$ cat src/hw/cfd_cfg.svh
`ifndef CFD_CFG_SVH
`define CFD_CFG_SVH

// Oscillator select codes.
`define CFD_OSC_FAST         3'h0
`define CFD_OSC_FAST_PLL     3'h1
`define CFD_OSC_PRI          3'h2
`define CFD_OSC_PRI_PLL      3'h3
`define CFD_OSC_RESERVED     3'h4
`define CFD_OSC_LOWP         3'h5
`define CFD_OSC_FAST_D16     3'h6
`define CFD_OSC_FAST_DN      3'h7

// Primary oscillator mode codes.
`define CFD_POSC_EXT         2'h0
`define CFD_POSC_STD         2'h1
`define CFD_POSC_HSPD        2'h2
`define CFD_POSC_OFF         2'h3

// Debug channel codes.
`define CFD_DBG_RESERVED     2'h0
`define CFD_DBG_PAIR3        2'h1
`define CFD_DBG_PAIR2        2'h2
`define CFD_DBG_PAIR1        2'h3

// Timeout prescale ratios as log2.
`define CFD_PRE_LOG2_SMALL   3'h5
`define CFD_PRE_LOG2_LARGE   3'h7

// Window fraction in eighths of the period.
`define CFD_WIN_EIGHTHS_11   4'h2
`define CFD_WIN_EIGHTHS_10   4'h3
`define CFD_WIN_EIGHTHS_01   4'h4
`define CFD_WIN_EIGHTHS_00   4'h6

// Capture sequencing: cycles after reset release before fields are taken.
`define CFD_LOAD_DELAY       4'h2

`endif

$ cat src/hw/cfd_pkg.sv
package cfd_pkg;

    // Raw fuse fields as presented by nonvolatile storage.
    typedef struct packed {
        logic       code_protect_n;
        logic       write_protect_n;
        logic       two_speed_startup;
        logic       waveform_reg_lock;
        logic [2:0] osc_select;
        logic [1:0] clock_switch_mode;
        logic       remap_once_lock;
        logic       second_osc_pin_pin_function;
        logic [1:0] primary_osc_mode;
        logic       timeout_always_on;
        logic       timeout_window_disable;
        logic       pll_lock_enable;
        logic       timeout_prescale_sel;
        logic [3:0] timeout_postscale_sel;
        logic [1:0] timeout_window_size;
        logic       twowire_port1_pin_sel;
        logic       twowire_port2_pin_sel;
        logic       boundary_scan_enable;
        logic [1:0] debug_channel_sel;
    } cfd_fuse_s;

    typedef enum logic [2:0] {
        CFD_CLK_FAST,
        CFD_CLK_FAST_PLL,
        CFD_CLK_PRI,
        CFD_CLK_PRI_PLL,
        CFD_CLK_LOWP,
        CFD_CLK_FAST_D16,
        CFD_CLK_FAST_DN,
        CFD_CLK_INVALID
    } cfd_clk_src_e;

    typedef enum logic [2:0] {
        CFD_POSC_MODE_EXT,
        CFD_POSC_MODE_STD,
        CFD_POSC_MODE_HSPD,
        CFD_POSC_MODE_OFF
    } cfd_posc_e;

    // Clock unit controls.
    typedef struct packed {
        cfd_clk_src_e start_src;
        cfd_clk_src_e target_src;
        logic         auto_switch;
        logic         switch_enable;
        logic         fail_safe_enable;
        cfd_posc_e    posc_mode;
        logic         posc_enable;
        logic         pin2_clock_out;
        logic         pin2_gpio;
        logic         pll_lock_enable;
        logic         osc_code_bad;
    } cfd_clk_ctl_s;

    // Timeout unit controls.
    typedef struct packed {
        logic       force_on;
        logic       sw_can_stop;
        logic       windowed;
        logic [2:0] pre_log2;
        logic [3:0] post_log2;
        logic [3:0] window_eighths;
    } cfd_tmo_ctl_s;

    // Protection, remap and debug controls.
    typedef struct packed {
        logic       read_block;
        logic       write_block;
        logic       waveform_key_needed;
        logic       remap_once;
        logic       twowire1_alt;
        logic       twowire2_alt;
        logic       scan_enable;
        logic       tms_pullup;
        logic [2:0] debug_pair_onehot;
        logic       debug_code_bad;
    } cfd_sys_ctl_s;

endpackage

$ cat src/hw/cfd_osc_decode.sv
`timescale 1ns/1ps
`include "cfd_cfg.svh"

module cfd_osc_decode (
    // Raw fields.
    input  wire logic [2:0]          osc_select,
    input  wire logic [1:0]          primary_osc_mode,
    input  wire logic                two_speed_startup,
    input  wire logic [1:0]          clock_switch_mode,
    input  wire logic                second_osc_pin_pin_function,
    input  wire logic                pll_lock_enable,
    // Decoded clock controls.
    output cfd_pkg::cfd_clk_ctl_s    clk_ctl
);
    import cfd_pkg::*;

    // =====================================================================
    // Oscillator source decode
    // =====================================================================
    function automatic cfd_clk_src_e src_of(input logic [2:0] code);
        case (code)
            `CFD_OSC_FAST:      src_of = CFD_CLK_FAST;
            `CFD_OSC_FAST_PLL:  src_of = CFD_CLK_FAST_PLL;
            `CFD_OSC_PRI:       src_of = CFD_CLK_PRI;
            `CFD_OSC_PRI_PLL:   src_of = CFD_CLK_PRI_PLL;
            `CFD_OSC_LOWP:      src_of = CFD_CLK_LOWP;
            `CFD_OSC_FAST_D16:  src_of = CFD_CLK_FAST_D16;
            `CFD_OSC_FAST_DN:   src_of = CFD_CLK_FAST_DN;
            default:            src_of = CFD_CLK_INVALID;
        endcase
    endfunction

    // All controls come straight from fields; the caller registers them.
    always_comb begin
        clk_ctl             = '0;
        clk_ctl.target_src  = src_of(osc_select); // [RULE5]
        // A reserved code is the configuring party's fault; fall back to fast RC.
        clk_ctl.osc_code_bad = (osc_select == `CFD_OSC_RESERVED); // [RULE6]
        if (clk_ctl.osc_code_bad) begin
            clk_ctl.target_src = CFD_CLK_FAST;
        end
        clk_ctl.auto_switch = two_speed_startup; // [RULE3]
        clk_ctl.start_src   = two_speed_startup ? CFD_CLK_FAST : clk_ctl.target_src; // [RULE3]
        clk_ctl.switch_enable    = ~clock_switch_mode[1]; // [RULE7]
        clk_ctl.fail_safe_enable = (clock_switch_mode == 2'h0); // [RULE7]
        case (primary_osc_mode)
            `CFD_POSC_EXT: clk_ctl.posc_mode = CFD_POSC_MODE_EXT; // [RULE10]
            `CFD_POSC_STD:  clk_ctl.posc_mode = CFD_POSC_MODE_STD;
            `CFD_POSC_HSPD: clk_ctl.posc_mode = CFD_POSC_MODE_HSPD;
            default:       clk_ctl.posc_mode = CFD_POSC_MODE_OFF;
        endcase
        clk_ctl.posc_enable = (primary_osc_mode != `CFD_POSC_OFF); // [RULE10]
        // Crystal modes own the second pin, so neither function applies then.
        if ((primary_osc_mode == `CFD_POSC_STD) || (primary_osc_mode == `CFD_POSC_HSPD)) begin
            clk_ctl.pin2_clock_out = 1'b0;
            clk_ctl.pin2_gpio      = 1'b0;
        end else begin
            clk_ctl.pin2_clock_out = second_osc_pin_pin_function; // [RULE9]
            clk_ctl.pin2_gpio      = ~second_osc_pin_pin_function; // [RULE9]
        end
        clk_ctl.pll_lock_enable = pll_lock_enable; // [RULE14]
    end

endmodule

$ cat src/hw/cfd_tmo_decode.sv
`timescale 1ns/1ps
`include "cfd_cfg.svh"

module cfd_tmo_decode (
    // Raw fields.
    input  wire logic                timeout_always_on,
    input  wire logic                timeout_window_disable,
    input  wire logic                timeout_prescale_sel,
    input  wire logic [3:0]          timeout_postscale_sel,
    input  wire logic [1:0]          timeout_window_size,
    // Decoded timeout controls.
    output cfd_pkg::cfd_tmo_ctl_s    tmo_ctl
);
    import cfd_pkg::*;

    // =====================================================================
    // Timeout scaling and window decode
    // =====================================================================
    always_comb begin
        tmo_ctl             = '0;
        tmo_ctl.force_on    = timeout_always_on; // [RULE11]
        tmo_ctl.sw_can_stop = ~timeout_always_on; // [RULE12]
        tmo_ctl.windowed    = ~timeout_window_disable; // [RULE13]
        tmo_ctl.pre_log2    = timeout_prescale_sel ? `CFD_PRE_LOG2_LARGE
                                                   : `CFD_PRE_LOG2_SMALL; // [RULE15]
        // Ratio is two to the field value, so the field is the log2 as is.
        tmo_ctl.post_log2   = timeout_postscale_sel; // [RULE16]
        case (timeout_window_size)
            2'h3:    tmo_ctl.window_eighths = `CFD_WIN_EIGHTHS_11; // [RULE17]
            2'h2:    tmo_ctl.window_eighths = `CFD_WIN_EIGHTHS_10;
            2'h1:    tmo_ctl.window_eighths = `CFD_WIN_EIGHTHS_01;
            default: tmo_ctl.window_eighths = `CFD_WIN_EIGHTHS_00;
        endcase
    end

endmodule

$ cat src/hw/cfd_top.sv
// Contract
// [RULE1] Code-protect field 0 blocks protected reads of all program memory.
// [RULE2] Write-protect field 0 refuses writes to user program memory.
// [RULE3] Two-speed field 1 starts on fast RC, then switches to selected source.
// [RULE4] Waveform lock field 1 requires an unlock key before register writes.
// [RULE5] Oscillator select decodes seven codes into start-up clock sources.
// [RULE6] Configuring party never programs oscillator select code 100.
// [RULE7] Switch mode 1x disables all, 01 switching only, 00 both.
// [RULE8] Remap lock field 1 allows one remap; 0 allows repeated remaps.
// [RULE9] Outside crystal modes, field 1 gives clock out, 0 gives GPIO.
// [RULE10] Primary mode: 11 off, 10 high-speed, 01 standard, 00 external.
// [RULE11] Timeout enable field 1 forces unit and clock on permanently.
// [RULE12] Timeout enable field 0 lets the software bit start and stop it.
// [RULE13] Window-disable 0 gives windowed mode, 1 non-windowed.
// [RULE14] PLL lock feature follows its enable field.
// [RULE15] Prescaler divides by 128 when field is 1, else 32.
// [RULE16] Postscaler ratio is two raised to the four-bit field.
// [RULE17] Window size: 11 25%, 10 37.5%, 01 50%, 00 75%.
// [RULE18] Port 1 field 1 uses primary pins, 0 uses alternate pair.
// [RULE19] Port 2 field 0 uses alternate pair, 1 uses primary pins.
// [RULE20] Scan enable field 1 enables the port and the select-pin pull-up.
// [RULE21] Debug channel 11 pair one, 10 pair two, 01 pair three.
// [RULE22] Fields are captured at reset and held until the next reset.
`timescale 1ns/1ps
`include "cfd_cfg.svh"

module cfd_top (
    // Clock and reset.
    input  wire logic                ref_clk,
    input  wire logic                rst_n,
    // Fuse words from nonvolatile storage.
    input  cfd_pkg::cfd_fuse_s       fuse_in,
    input  wire logic                fuse_valid,
    // Software enable of the timeout unit.
    input  wire logic                timeout_sw_enable,
    // Waveform unlock key seen by the waveform unit.
    input  wire logic                waveform_key_ok,
    // Remap write attempt from the pin-select unit.
    input  wire logic                remap_write_req,
    // Decoded controls.
    output cfd_pkg::cfd_clk_ctl_s    clk_ctl,
    output cfd_pkg::cfd_tmo_ctl_s    tmo_ctl,
    output cfd_pkg::cfd_sys_ctl_s    sys_ctl,
    // Live gating.
    output logic                     timeout_run,
    output logic                     lp_osc_run,
    output logic                     waveform_write_ok,
    output logic                     remap_write_ok,
    output logic                     cfg_loaded
);
    import cfd_pkg::*;

    // =====================================================================
    // State
    // =====================================================================
    typedef enum logic [1:0] {
        CFD_ST_WAIT,
        CFD_ST_LOAD,
        CFD_ST_HOLD
    } cfd_state_e;

    typedef struct packed {
        cfd_state_e   state;
        logic [3:0]   delay;
        cfd_fuse_s    fuse;
        cfd_clk_ctl_s clk;
        cfd_tmo_ctl_s tmo;
        cfd_sys_ctl_s sys;
        logic         remap_used;
        logic         loaded;
    } cfd_regs_s;

    cfd_regs_s    r_q;
    cfd_regs_s    r_d;
    cfd_clk_ctl_s clk_dec;
    cfd_tmo_ctl_s tmo_dec;

    // =====================================================================
    // Field decoders
    // =====================================================================
    cfd_osc_decode u_osc (
        .osc_select        (r_q.fuse.osc_select),
        .primary_osc_mode  (r_q.fuse.primary_osc_mode),
        .two_speed_startup (r_q.fuse.two_speed_startup),
        .clock_switch_mode (r_q.fuse.clock_switch_mode),
        .second_osc_pin_pin_function (r_q.fuse.second_osc_pin_pin_function),
        .pll_lock_enable   (r_q.fuse.pll_lock_enable),
        .clk_ctl           (clk_dec)
    );

    cfd_tmo_decode u_tmo (
        .timeout_always_on      (r_q.fuse.timeout_always_on),
        .timeout_window_disable (r_q.fuse.timeout_window_disable),
        .timeout_prescale_sel   (r_q.fuse.timeout_prescale_sel),
        .timeout_postscale_sel  (r_q.fuse.timeout_postscale_sel),
        .timeout_window_size    (r_q.fuse.timeout_window_size),
        .tmo_ctl                (tmo_dec)
    );

    // =====================================================================
    // Next state
    // =====================================================================
    // The fields are sampled once after reset release and never again, so a
    // glitch on the storage bus after start-up cannot alter the device.
    always_comb begin
        r_d = r_q;
        case (r_q.state)
            CFD_ST_WAIT: begin
                if (r_q.delay != 4'h0) begin
                    r_d.delay = r_q.delay - 4'h1;
                end else if (fuse_valid) begin
                    r_d.fuse  = fuse_in; // [RULE22]
                    r_d.state = CFD_ST_LOAD;
                end
            end
            CFD_ST_LOAD: begin
                r_d.clk = clk_dec;
                r_d.tmo = tmo_dec;
                r_d.sys.read_block          = ~r_q.fuse.code_protect_n; // [RULE1]
                r_d.sys.write_block         = ~r_q.fuse.write_protect_n; // [RULE2]
                r_d.sys.waveform_key_needed = r_q.fuse.waveform_reg_lock; // [RULE4]
                r_d.sys.remap_once          = r_q.fuse.remap_once_lock; // [RULE8]
                r_d.sys.twowire1_alt        = ~r_q.fuse.twowire_port1_pin_sel; // [RULE18]
                r_d.sys.twowire2_alt        = ~r_q.fuse.twowire_port2_pin_sel; // [RULE19]
                r_d.sys.scan_enable         = r_q.fuse.boundary_scan_enable; // [RULE20]
                r_d.sys.tms_pullup          = r_q.fuse.boundary_scan_enable; // [RULE20]
                case (r_q.fuse.debug_channel_sel)
                    `CFD_DBG_PAIR1: r_d.sys.debug_pair_onehot = 3'h1; // [RULE21]
                    `CFD_DBG_PAIR2: r_d.sys.debug_pair_onehot = 3'h2; // [RULE21]
                    `CFD_DBG_PAIR3: r_d.sys.debug_pair_onehot = 3'h4; // [RULE21]
                    default:        r_d.sys.debug_pair_onehot = 3'h0;
                endcase
                r_d.sys.debug_code_bad = (r_q.fuse.debug_channel_sel == `CFD_DBG_RESERVED);
                r_d.loaded = 1'b1;
                r_d.state  = CFD_ST_HOLD;
            end
            CFD_ST_HOLD: begin
                // A granted remap write uses up the single allowed change.
                if (remap_write_ok) begin
                    r_d.remap_used = 1'b1; // [RULE8]
                end
            end
            default: begin
                r_d.state = CFD_ST_WAIT;
            end
        endcase
    end

    // =====================================================================
    // State register
    // =====================================================================
    always_ff @(posedge ref_clk or negedge rst_n) begin
        if (!rst_n) begin
            r_q.state      <= CFD_ST_WAIT;
            r_q.delay      <= `CFD_LOAD_DELAY;
            r_q.fuse       <= '1; // Erased storage reads as all ones.
            r_q.clk        <= '0;
            r_q.tmo        <= '0;
            // Protection stays on until real fields arrive; safer than open.
            r_q.sys        <= '0;
            r_q.sys.read_block  <= 1'b1;
            r_q.sys.write_block <= 1'b1;
            r_q.remap_used <= 1'b0;
            r_q.loaded     <= 1'b0;
        end else begin
            r_q <= r_d;
        end
    end

    // =====================================================================
    // Outputs
    // =====================================================================
    assign clk_ctl    = r_q.clk;
    assign tmo_ctl    = r_q.tmo;
    assign sys_ctl    = r_q.sys;
    assign cfg_loaded = r_q.loaded;

    // Forced-on overrides software; otherwise software bit rules both.
    assign timeout_run = r_q.loaded & (r_q.tmo.force_on | timeout_sw_enable); // [RULE11] [RULE12]
    assign lp_osc_run  = timeout_run; // [RULE12]

    // Waveform writes pass freely unless the lock needs a key.
    assign waveform_write_ok = r_q.loaded &
                               (~r_q.sys.waveform_key_needed | waveform_key_ok); // [RULE4]

    // Remap writes pass unless the one-shot lock has already been spent.
    assign remap_write_ok = r_q.loaded & remap_write_req &
                            ~(r_q.sys.remap_once & r_q.remap_used); // [RULE8]

endmodule

$ cat config.mk
export PLATFORM = sky130hd
export DESIGN_NAME = cfd_top
export DESIGN_NICKNAME = d
export VERILOG_FILES = /design/src/hw/cfd_pkg.sv /design/src/hw/cfd_osc_decode.sv /design/src/hw/cfd_tmo_decode.sv /design/src/hw/cfd_top.sv
export VERILOG_INCLUDE_DIRS = /design/src /design/src/hw
export SDC_FILE = /design/constraint.sdc
export NUM_CORES = 1
export LEC_CHECK = 0
export BUFFER_PORTS_ARGS = -buffer_cell sky130_fd_sc_hd__clkbuf_2
export CAP_MARGIN = 10
export CORE_AREA = 2 2 66 99
export CTS_CLUSTER_SIZE = 16
export DETAILED_ROUTE_END_ITERATION = 8
export DIE_AREA = 0 0 68 101
export PLACE_DENSITY = 0.82
export SKIP_LAST_GASP = 1
export SYNTH_ARGS = -nofsm -noshare
export SYNTH_HDL_FRONTEND = slang
export SYNTH_SLANG_ARGS = --single-unit
$ cat constraint.sdc
create_clock -name ref_clk -period 2.8 [get_ports ref_clk]
set_input_delay 0.7 -clock ref_clk [delete_from_list [all_inputs] [get_ports ref_clk]]
set_output_delay 0.7 -clock ref_clk [all_outputs]
set_load 0.05 [all_outputs]
==> results.py, run 1 <==
metrics = {
    "run_status": {
        "status": "finished, final reports clean",
    },
    "synthesis": {
        "synth-seq-cells": 74,
        "yosys_warnings": 0,
        "ys_types": 30,
        "syn_inst": 270,
        "avgSynthCellArea_um2": 12.3,
        "syn_area_mm2": 0.00332,
        "ys_seq_area_share_pct": 56.9,
    },
    "clock_tree": {
        "clkSinkCount": 74,
        "cts_tree": "built",
        "postCtsSetupBuffers": 0,
        "ctsHoldBuffers": 0,
        "htree_levels": 3,
        "path_clk_slew_ns": 0.08,
        "cts_made_buffers": 9,
        "clockBufferDepth": 2,
        "post_cts_resized": 0,
        "root_buffer": "clkbuf_8",
        "clk_latency_ns": 0.34,
    },
    "sta": {
        "rsz0062_at_grt": "false",
        "final_hold_viol_count": 0,
        "setup_tns_ns": 0,
        "fmax_mhz": 487,
        "period_needed_ns": 2.05,
        "fin_crit_sh_pct": 73.3,
        "setup_viol": 0,
        "slew-limit-headroom_pct": 40.7,
        "skew_ns": 0.00913,
        "drv_slew": 0,
        "worstMarginPinSlew_ns": 0.890,
    },
    "finish": {
        "layout-drive-gt1-share_pct": 54.1,
        "stdcell_area_mm2": 0.00367,
        "diodes": 0,
        "nets": 348,
        "syn_to_final_growth_pct": 10.7,
    },
    "routing": {
        "ant_nets": 0,
        "first_iter_violations": 80,
        "routed_via_density": 4.88,
        "first_pass_iters": 4,
        "vias": 1892,
        "avgRoutedWirePerCell_um": 13.5,
        "finalWirelength_mm": 5.24,
        "drt_drc_violations_left": 0,
    },
    "worst_setup_path": {
        "cp_data_arrival_time_ns": 1.35,
        "cpPeakStageDelay_ns": 0.48,
        "cpMaxStageDelayCell": "dfrtp_1",
        "critical_path_class": "flip-flop to output pin",
        "worstPathRequired_ns": 2.10,
        "startpoint_type": "flip-flop",
        "crit_fanout": 8,
        "path_cells": "a21boi_0 > clkbuf_2",
        "critPathCaptureType": "output pin",
    },
    "pwr": {
        "ir_drop_mv": 0.644,
        "powerDensity_mw_per_mm2": 1380,
        "p_leak_nw": 1.79,
    },
    "global_routing": {
        "antenna_found_initial": 0,
        "grt_pass1_vias": 1874,
        "grt_pass1_wl_mm": 8.49,
        "overflow": 0,
        "track_usage_pct": 16.8,
        "grt_start_max_net_pins": 75,
    },
    "die": {
        "core_mm2": 0.00604,
        "die_h_um": 101,
        "start_util_pct": 54.9,
        "dieArea_mm2": 0.00687,
        "ios": 82,
        "rows": 35,
        "die_width_um": 68,
    },
    "run": {
        "cap_violations": 0,
    },
    "place": {
        "place_area_mm2": 0.00346,
        "place_hpwl_mm": 3.61,
        "portBuffers": 79,
        "place.gp.congestion": 0.688,
    },
    "hold_path": {
        "hold_class": "input port to async pin",
    },
}
==> power breakdown <==
| part | leakage (nW) | internal [mW] | switching [mW] | total (mW) |
|---|---|---|---|---|
| registers | 0.861 | 1.70 | 0.304 | 2.01 |
| logic | 0.822 | 0.697 | 1.49 | 2.19 |
| clock network | 0.105 | 0.500 | 0.389 | 0.889 |
==> worst paths after layout <==
check,cells past startpoint,slack [ns],endpoint,startpoint
max reg2reg,5,0.92,r_q[54]$_DFFE_PN1P_,r_q[73]$_DFFE_PN0P_
min in group ref_clk,2,0.48,sys_ctl[0]$_DFFE_PN0N_,sys_ctl[0]$_DFFE_PN0N_
min,1,0.48,clk_ctl[10]$_DFFE_PN0N_,rst_n
max,2,0.75,waveform_write_ok,tmo_ctl[8]$_DFFE_PN0N_
max in group asynchronous,1,1.74,sys_ctl[2]$_DFFE_PN0N_,rst_n
min reg2reg,2,0.48,sys_ctl[0]$_DFFE_PN0N_,sys_ctl[0]$_DFFE_PN0N_
==> metal layers <==
metal  global-route usage [%]  vias to the layer above  part of all wire [%]
met5                        0                        -                     0
li1                         -                      930                     -
met1                     20.1                      906                    42
met2                     27.0                       50                    51
met4                     7.54                        0                   1.3
met3                     5.47                        6                   5.2
==> critical path: cells and delay by family, from the launching register on <==
kind                   cells  cell delay, ns
DFF                        1            0.48
AOI/OAI and AO/OA          1            0.22
buffers and inverters      1            0.31
==> area by class of cell <==
type | count | area (um^2)
fillers | 504 | 2370
well taps | 74 | 92.6
inverters | 8 | 30.0
flip-flops and latches | 74 | 1890
clock inverters | 7 | 93.8
repair buffers | 81 | 425
multi-input cells | 135 | 1020
clock buffers | 9 | 124
==> through the flow <==
| stage | util, % | instances | setup WS, ns | hold slack (ns) | power [mW] |
|---|---|---|---|---|---|
| final | 60.8 | 388 | 0.747 | 0.478 | 5.09 |
| after global routing | 60.8 | 388 | 0.632 | 0.508 | 5.40 |
| after CTS | 60.8 | 388 | 0.720 | 0.482 | 5.15 |
| after detailed placement | 57.2 | 372 | 0.790 | 0.465 | 4.25 |
| after global placement | 57.2 | 372 | 0.796 | 0.451 | 4.17 |
| after floorplan | - | 271 | 0.196 | 0.404 | 4.12 |
==> cells by family after synthesis <==
logic type	after synthesis	share of synthesized area (%)
xor gates and xnor gates	2	0.528
AOI/OAI and AO/OA	36	6.41
muxes	41	14.9
other	1	0.113
DFF	74	56.9
adders and majority gates	5	1.88
and+or+nand+nor	49	6.67
buffers and inverters	62	12.6
==> cell usage in the layout (no fill, tap or decap), types with 2 or more instances in the layout <==
cell type | Yosys | final
a21boi_0 | 3 | 3
a21oi_1 | 2 | 2
buf_4 | 45 | 2
bufinv_16 | 0 | 2
clkbuf_2 | 0 | 78
clkbuf_8 | 0 | 9
clkinv_2 | 0 | 2
clkinvlp_4 | 0 | 2
conb_1 | 1 | 2
dfrtp_1 | 43 | 43
dfstp_2 | 31 | 31
ha_1 | 5 | 5
inv_1 | 8 | 8
mux2_2 | 31 | 31
mux2_4 | 9 | 9
nand2_1 | 32 | 32
nand2b_1 | 7 | 6
nor2_1 | 4 | 4
o21ai_0 | 22 | 22
o31ai_1 | 6 | 6
==> registers in the layout (all words and copies together), names as in the netlist <==
name / flops
clk_ctl: 16
tmo_ctl: 12
sys_ctl: 11
r_q: 35
==> cells in the mapped netlist <==
cell type  number  area [um^2]
nor2_4          1         11.3
buf_4          45          338
mux2i_1         1         10.0
nor3_1          1         5.00
mux2_2         31          349
mux2_4          9          135
buf_2           7         35.0
and3b_1         1         8.76
nand2b_1        7         43.8
nand2_1        32          120
o21bai_1        1         7.51
clkbuf_1        1         3.75
nor2_1          4         15.0
buf_6           1         11.3
nor2b_1         1         6.26
o21ai_0        22          110
ha_1            5         62.6
o31ai_1         6         45.0
nand4_1         1         6.26
o21a_1          1         7.51
xnor2_1         1         8.76
dfrtp_1        43         1080
a21oi_1         2         10.0
a41o_1          1         10.0
a21boi_0        3         22.5
inv_1           8         30.0
nand3_1         1         5.00
xor2_1          1         8.76
dfstp_2        31          815
conb_1          1         3.75
(Power assumes the default switching activity.)
==> inputs of run 2 (changes only) <==
Settings changed: ABC_AREA from default to 1, CORE_AREA 2 2 66 99 to 2 2 69 104, DIE_AREA 0 0 68 101 to 0 0 71 106, PLACE_DENSITY 0.82 to 0.78.
Clock period 2.8 ns to 1.9 ns, I/O delays scaled along.
==> results.py, run 2 <==
metrics = {
    "global_routing": {
        "grt_start_max_net_pins": 46,
        "overflow": 0,
        "antenna_found_initial": 0,
        "track_usage_pct": 19.1,
        "grt_pass1_vias": 2472,
        "grt_pass1_wl_mm": 11.2,
    },
    "finish": {
        "post-route-util_pct": 56.7,
        "layout-drive-gt1-share_pct": 34.5,
        "syn_to_final_growth_pct": 10.2,
        "num-fill-cells": 604,
        "diodes": 0,
        "largest_reg_flops": 35,
        "mostFrequentLayoutCell": "nand2_1",
        "top_register": "r_q",
        "layout_common_cells": "142 x nand2_1, 78 x clkbuf_2, 43 x dfrtp_1",
        "nets": 460,
    },
    "synthesis": {
        "yosys_warnings": 0,
        "async_flop_share_pct": 100,
        "synth_edf_count": 0,
        "yosysTopAreaCellShare_pct": 31.2,
        "synth_area_leaders": "dfrtp_1 31%, dfstp_2 24%, nand2_1 16%",
        "ys_seq_area_share_pct": 54.7,
        "netlist_top_cells_count": "143 x nand2_1, 52 x buf_4, 43 x dfrtp_1, 31 x dfstp_2, 31 x nand4_1",
        "synth_top_area_cell": "dfrtp_1",
        "ys_types": 25,
        "ys.flop_type": "dfrtp_1",
        "synth_most_common_cell": "nand2_1",
        "syn_area_mm2": 0.00345,
        "synth-seq-cells": 74,
        "syn_inst": 383,
        "avgSynthCellArea_um2": 9.02,
    },
    "worst_setup_path": {
        "cp_top_family": "flip-flops",
        "timing.rr.start": "r_q[74]$_DFFE_PN1P_",
        "regToRegEndpoint": "r_q[51]$_DFFE_PN1P_",
        "cpPeakStageDelay_ns": 0.40,
        "path_cells": "inv_1 > nor2_2 > clkbuf_2",
        "worstRegToRegCells": 8,
        "worstPathRequired_ns": 1.42,
        "cp_data_arrival_time_ns": 1.24,
        "startpoint_type": "flip-flop",
        "worst-r2r-setup-slack_ns": 0.48,
        "cpMaxStageDelayCell": "dfrtp_1",
        "path_buf_inv": 2,
        "crit_cells": 3,
        "critical_path_class": "flip-flop to output pin",
        "critPathCaptureType": "output pin",
        "crit_fanout": 5,
    },
    "sta": {
        "fin_crit_sh_pct": 90.3,
        "rsz0062_at_grt": "false",
        "final_hold_viol_count": 0,
        "setup_tns_ns": 0,
        "drv_slew": 0,
        "fmax_mhz": 583,
        "setup_viol": 0,
        "skew_ns": 0.00793,
        "worst_slack_ns": 0.185,
        "period_needed_ns": 1.72,
        "whs_ns": 0.0528,
    },
    "routing": {
        "routed_via_density": 5.00,
        "avgRoutedWirePerCell_um": 12.8,
        "drt_drc_violations_left": 0,
        "first_pass_iters": 4,
        "ant_nets": 0,
        "vias": 2520,
        "finalWirelength_mm": 6.43,
        "first_iter_violations": 209,
    },
    "place": {
        "place_hpwl_mm": 4.56,
        "place.gp.congestion": 0.778,
        "pre_cts_slack_ns": 0.411,
        "portBuffers": 79,
    },
    "die": {
        "rows": 37,
        "die_h_um": 106,
        "dieArea_mm2": 0.00753,
        "ios": 82,
        "die_width_um": 71,
        "core_mm2": 0.00671,
        "start_util_pct": 51.4,
    },
    "clock_tree": {
        "postCtsSetupBuffers": 0,
        "clkSinkCount": 74,
        "root_buffer": "clkbuf_8",
        "htree_levels": 3,
        "clockBufferDepth": 2,
        "clk_latency_ns": 0.34,
        "cts_tree": "built",
        "cts_made_buffers": 9,
        "path_clk_slew_ns": 0.07,
        "ctsHoldBuffers": 0,
        "post_cts_resized": 0,
    },
    "pwr": {
        "p_total_mw": 7.21,
        "ir_drop_mv": 0.959,
        "p_leak_nw": 2.06,
        "powerDensity_mw_per_mm2": 1890,
    },
    "run_status": {
        "status": "finished, final reports clean",
    },
    "run": {
        "cap_violations": 0,
    },
    "hold_path": {
        "hold_class": "input port to async pin",
    },
}
==> run 2: report_power, final <==
| part | internal [mW] | leakage, nW | switching (mW) |
|---|---|---|---|
| Sequential | 2.45 | 0.865 | 0.421 |
| Clock | 0.638 | 0.103 | 0.561 |
| Combinational | 0.780 | 1.09 | 2.35 |
| Total | 3.87 | 2.06 | 3.34 |
==> run 2: worst register-to-register path, stage by stage (launching register included) <==
cell     delay [ns]
dfstp_2        0.54
inv_1          0.04
ha_1           0.20
inv_1          0.08
nor2_1         0.04
nand4_1        0.09
buf_4          0.22
nand2_1        0.08
nand2_1        0.07
==> run 2: layout make-up <==
type	instances	area, um^2	share of cell area (%)
Sequential cell	74	1890	49.7
Multi-Input combinational cell	228	1060	27.8
Timing Repair Buffer	88	490	12.9
Clock buffer	11	141	3.71
Tap cell	78	97.6	2.56
Inverter	20	75.1	1.97
Clock inverter	5	53.8	1.41
==> run 2: cell families after synthesis <==
logic type	count (synthesis)	synth area share [%]
AND/OR/NAND/NOR	194	24.1
other	1	0.109
AO/OA/AOI/OAI	27	4.20
flip-flops	74	54.7
adder cells (fa/ha/maj)	5	1.81
buffers and inverters	82	15.0
==> run 2: worst max-delay path by stage <==
stage,startpoint,endpoint
3_3_place_gp,remap_write_req,remap_write_ok
6_report,tmo_ctl[8]$_DFFE_PN0N_,lp_osc_run
3_5_place_dp,remap_write_req,remap_write_ok
5_1_grt,tmo_ctl[8]$_DFFE_PN0N_,lp_osc_run
4_1_cts,tmo_ctl[8]$_DFFE_PN0N_,lp_osc_run
2_1_floorplan,tmo_ctl[8]$_DFFE_PN0N_,waveform_write_ok
==> run 2: layer usage <==
layer  part of all wire (%)  up-vias  global-route usage (%)
li1                       -     1259                       -
met4                    2.9        0                    9.97
met3                    6.0       16                    5.69
met5                      0        -                       0
met1                     42     1183                    22.6
met2                     49       62                    31.2
==> run 2: per-stage QoR <==
step	instances	cell area (um^2)
detailed placement	488	3610
global placement	488	3610
floorplan	384	3460
finish	504	3810
global route	504	3810
CTS	504	3810
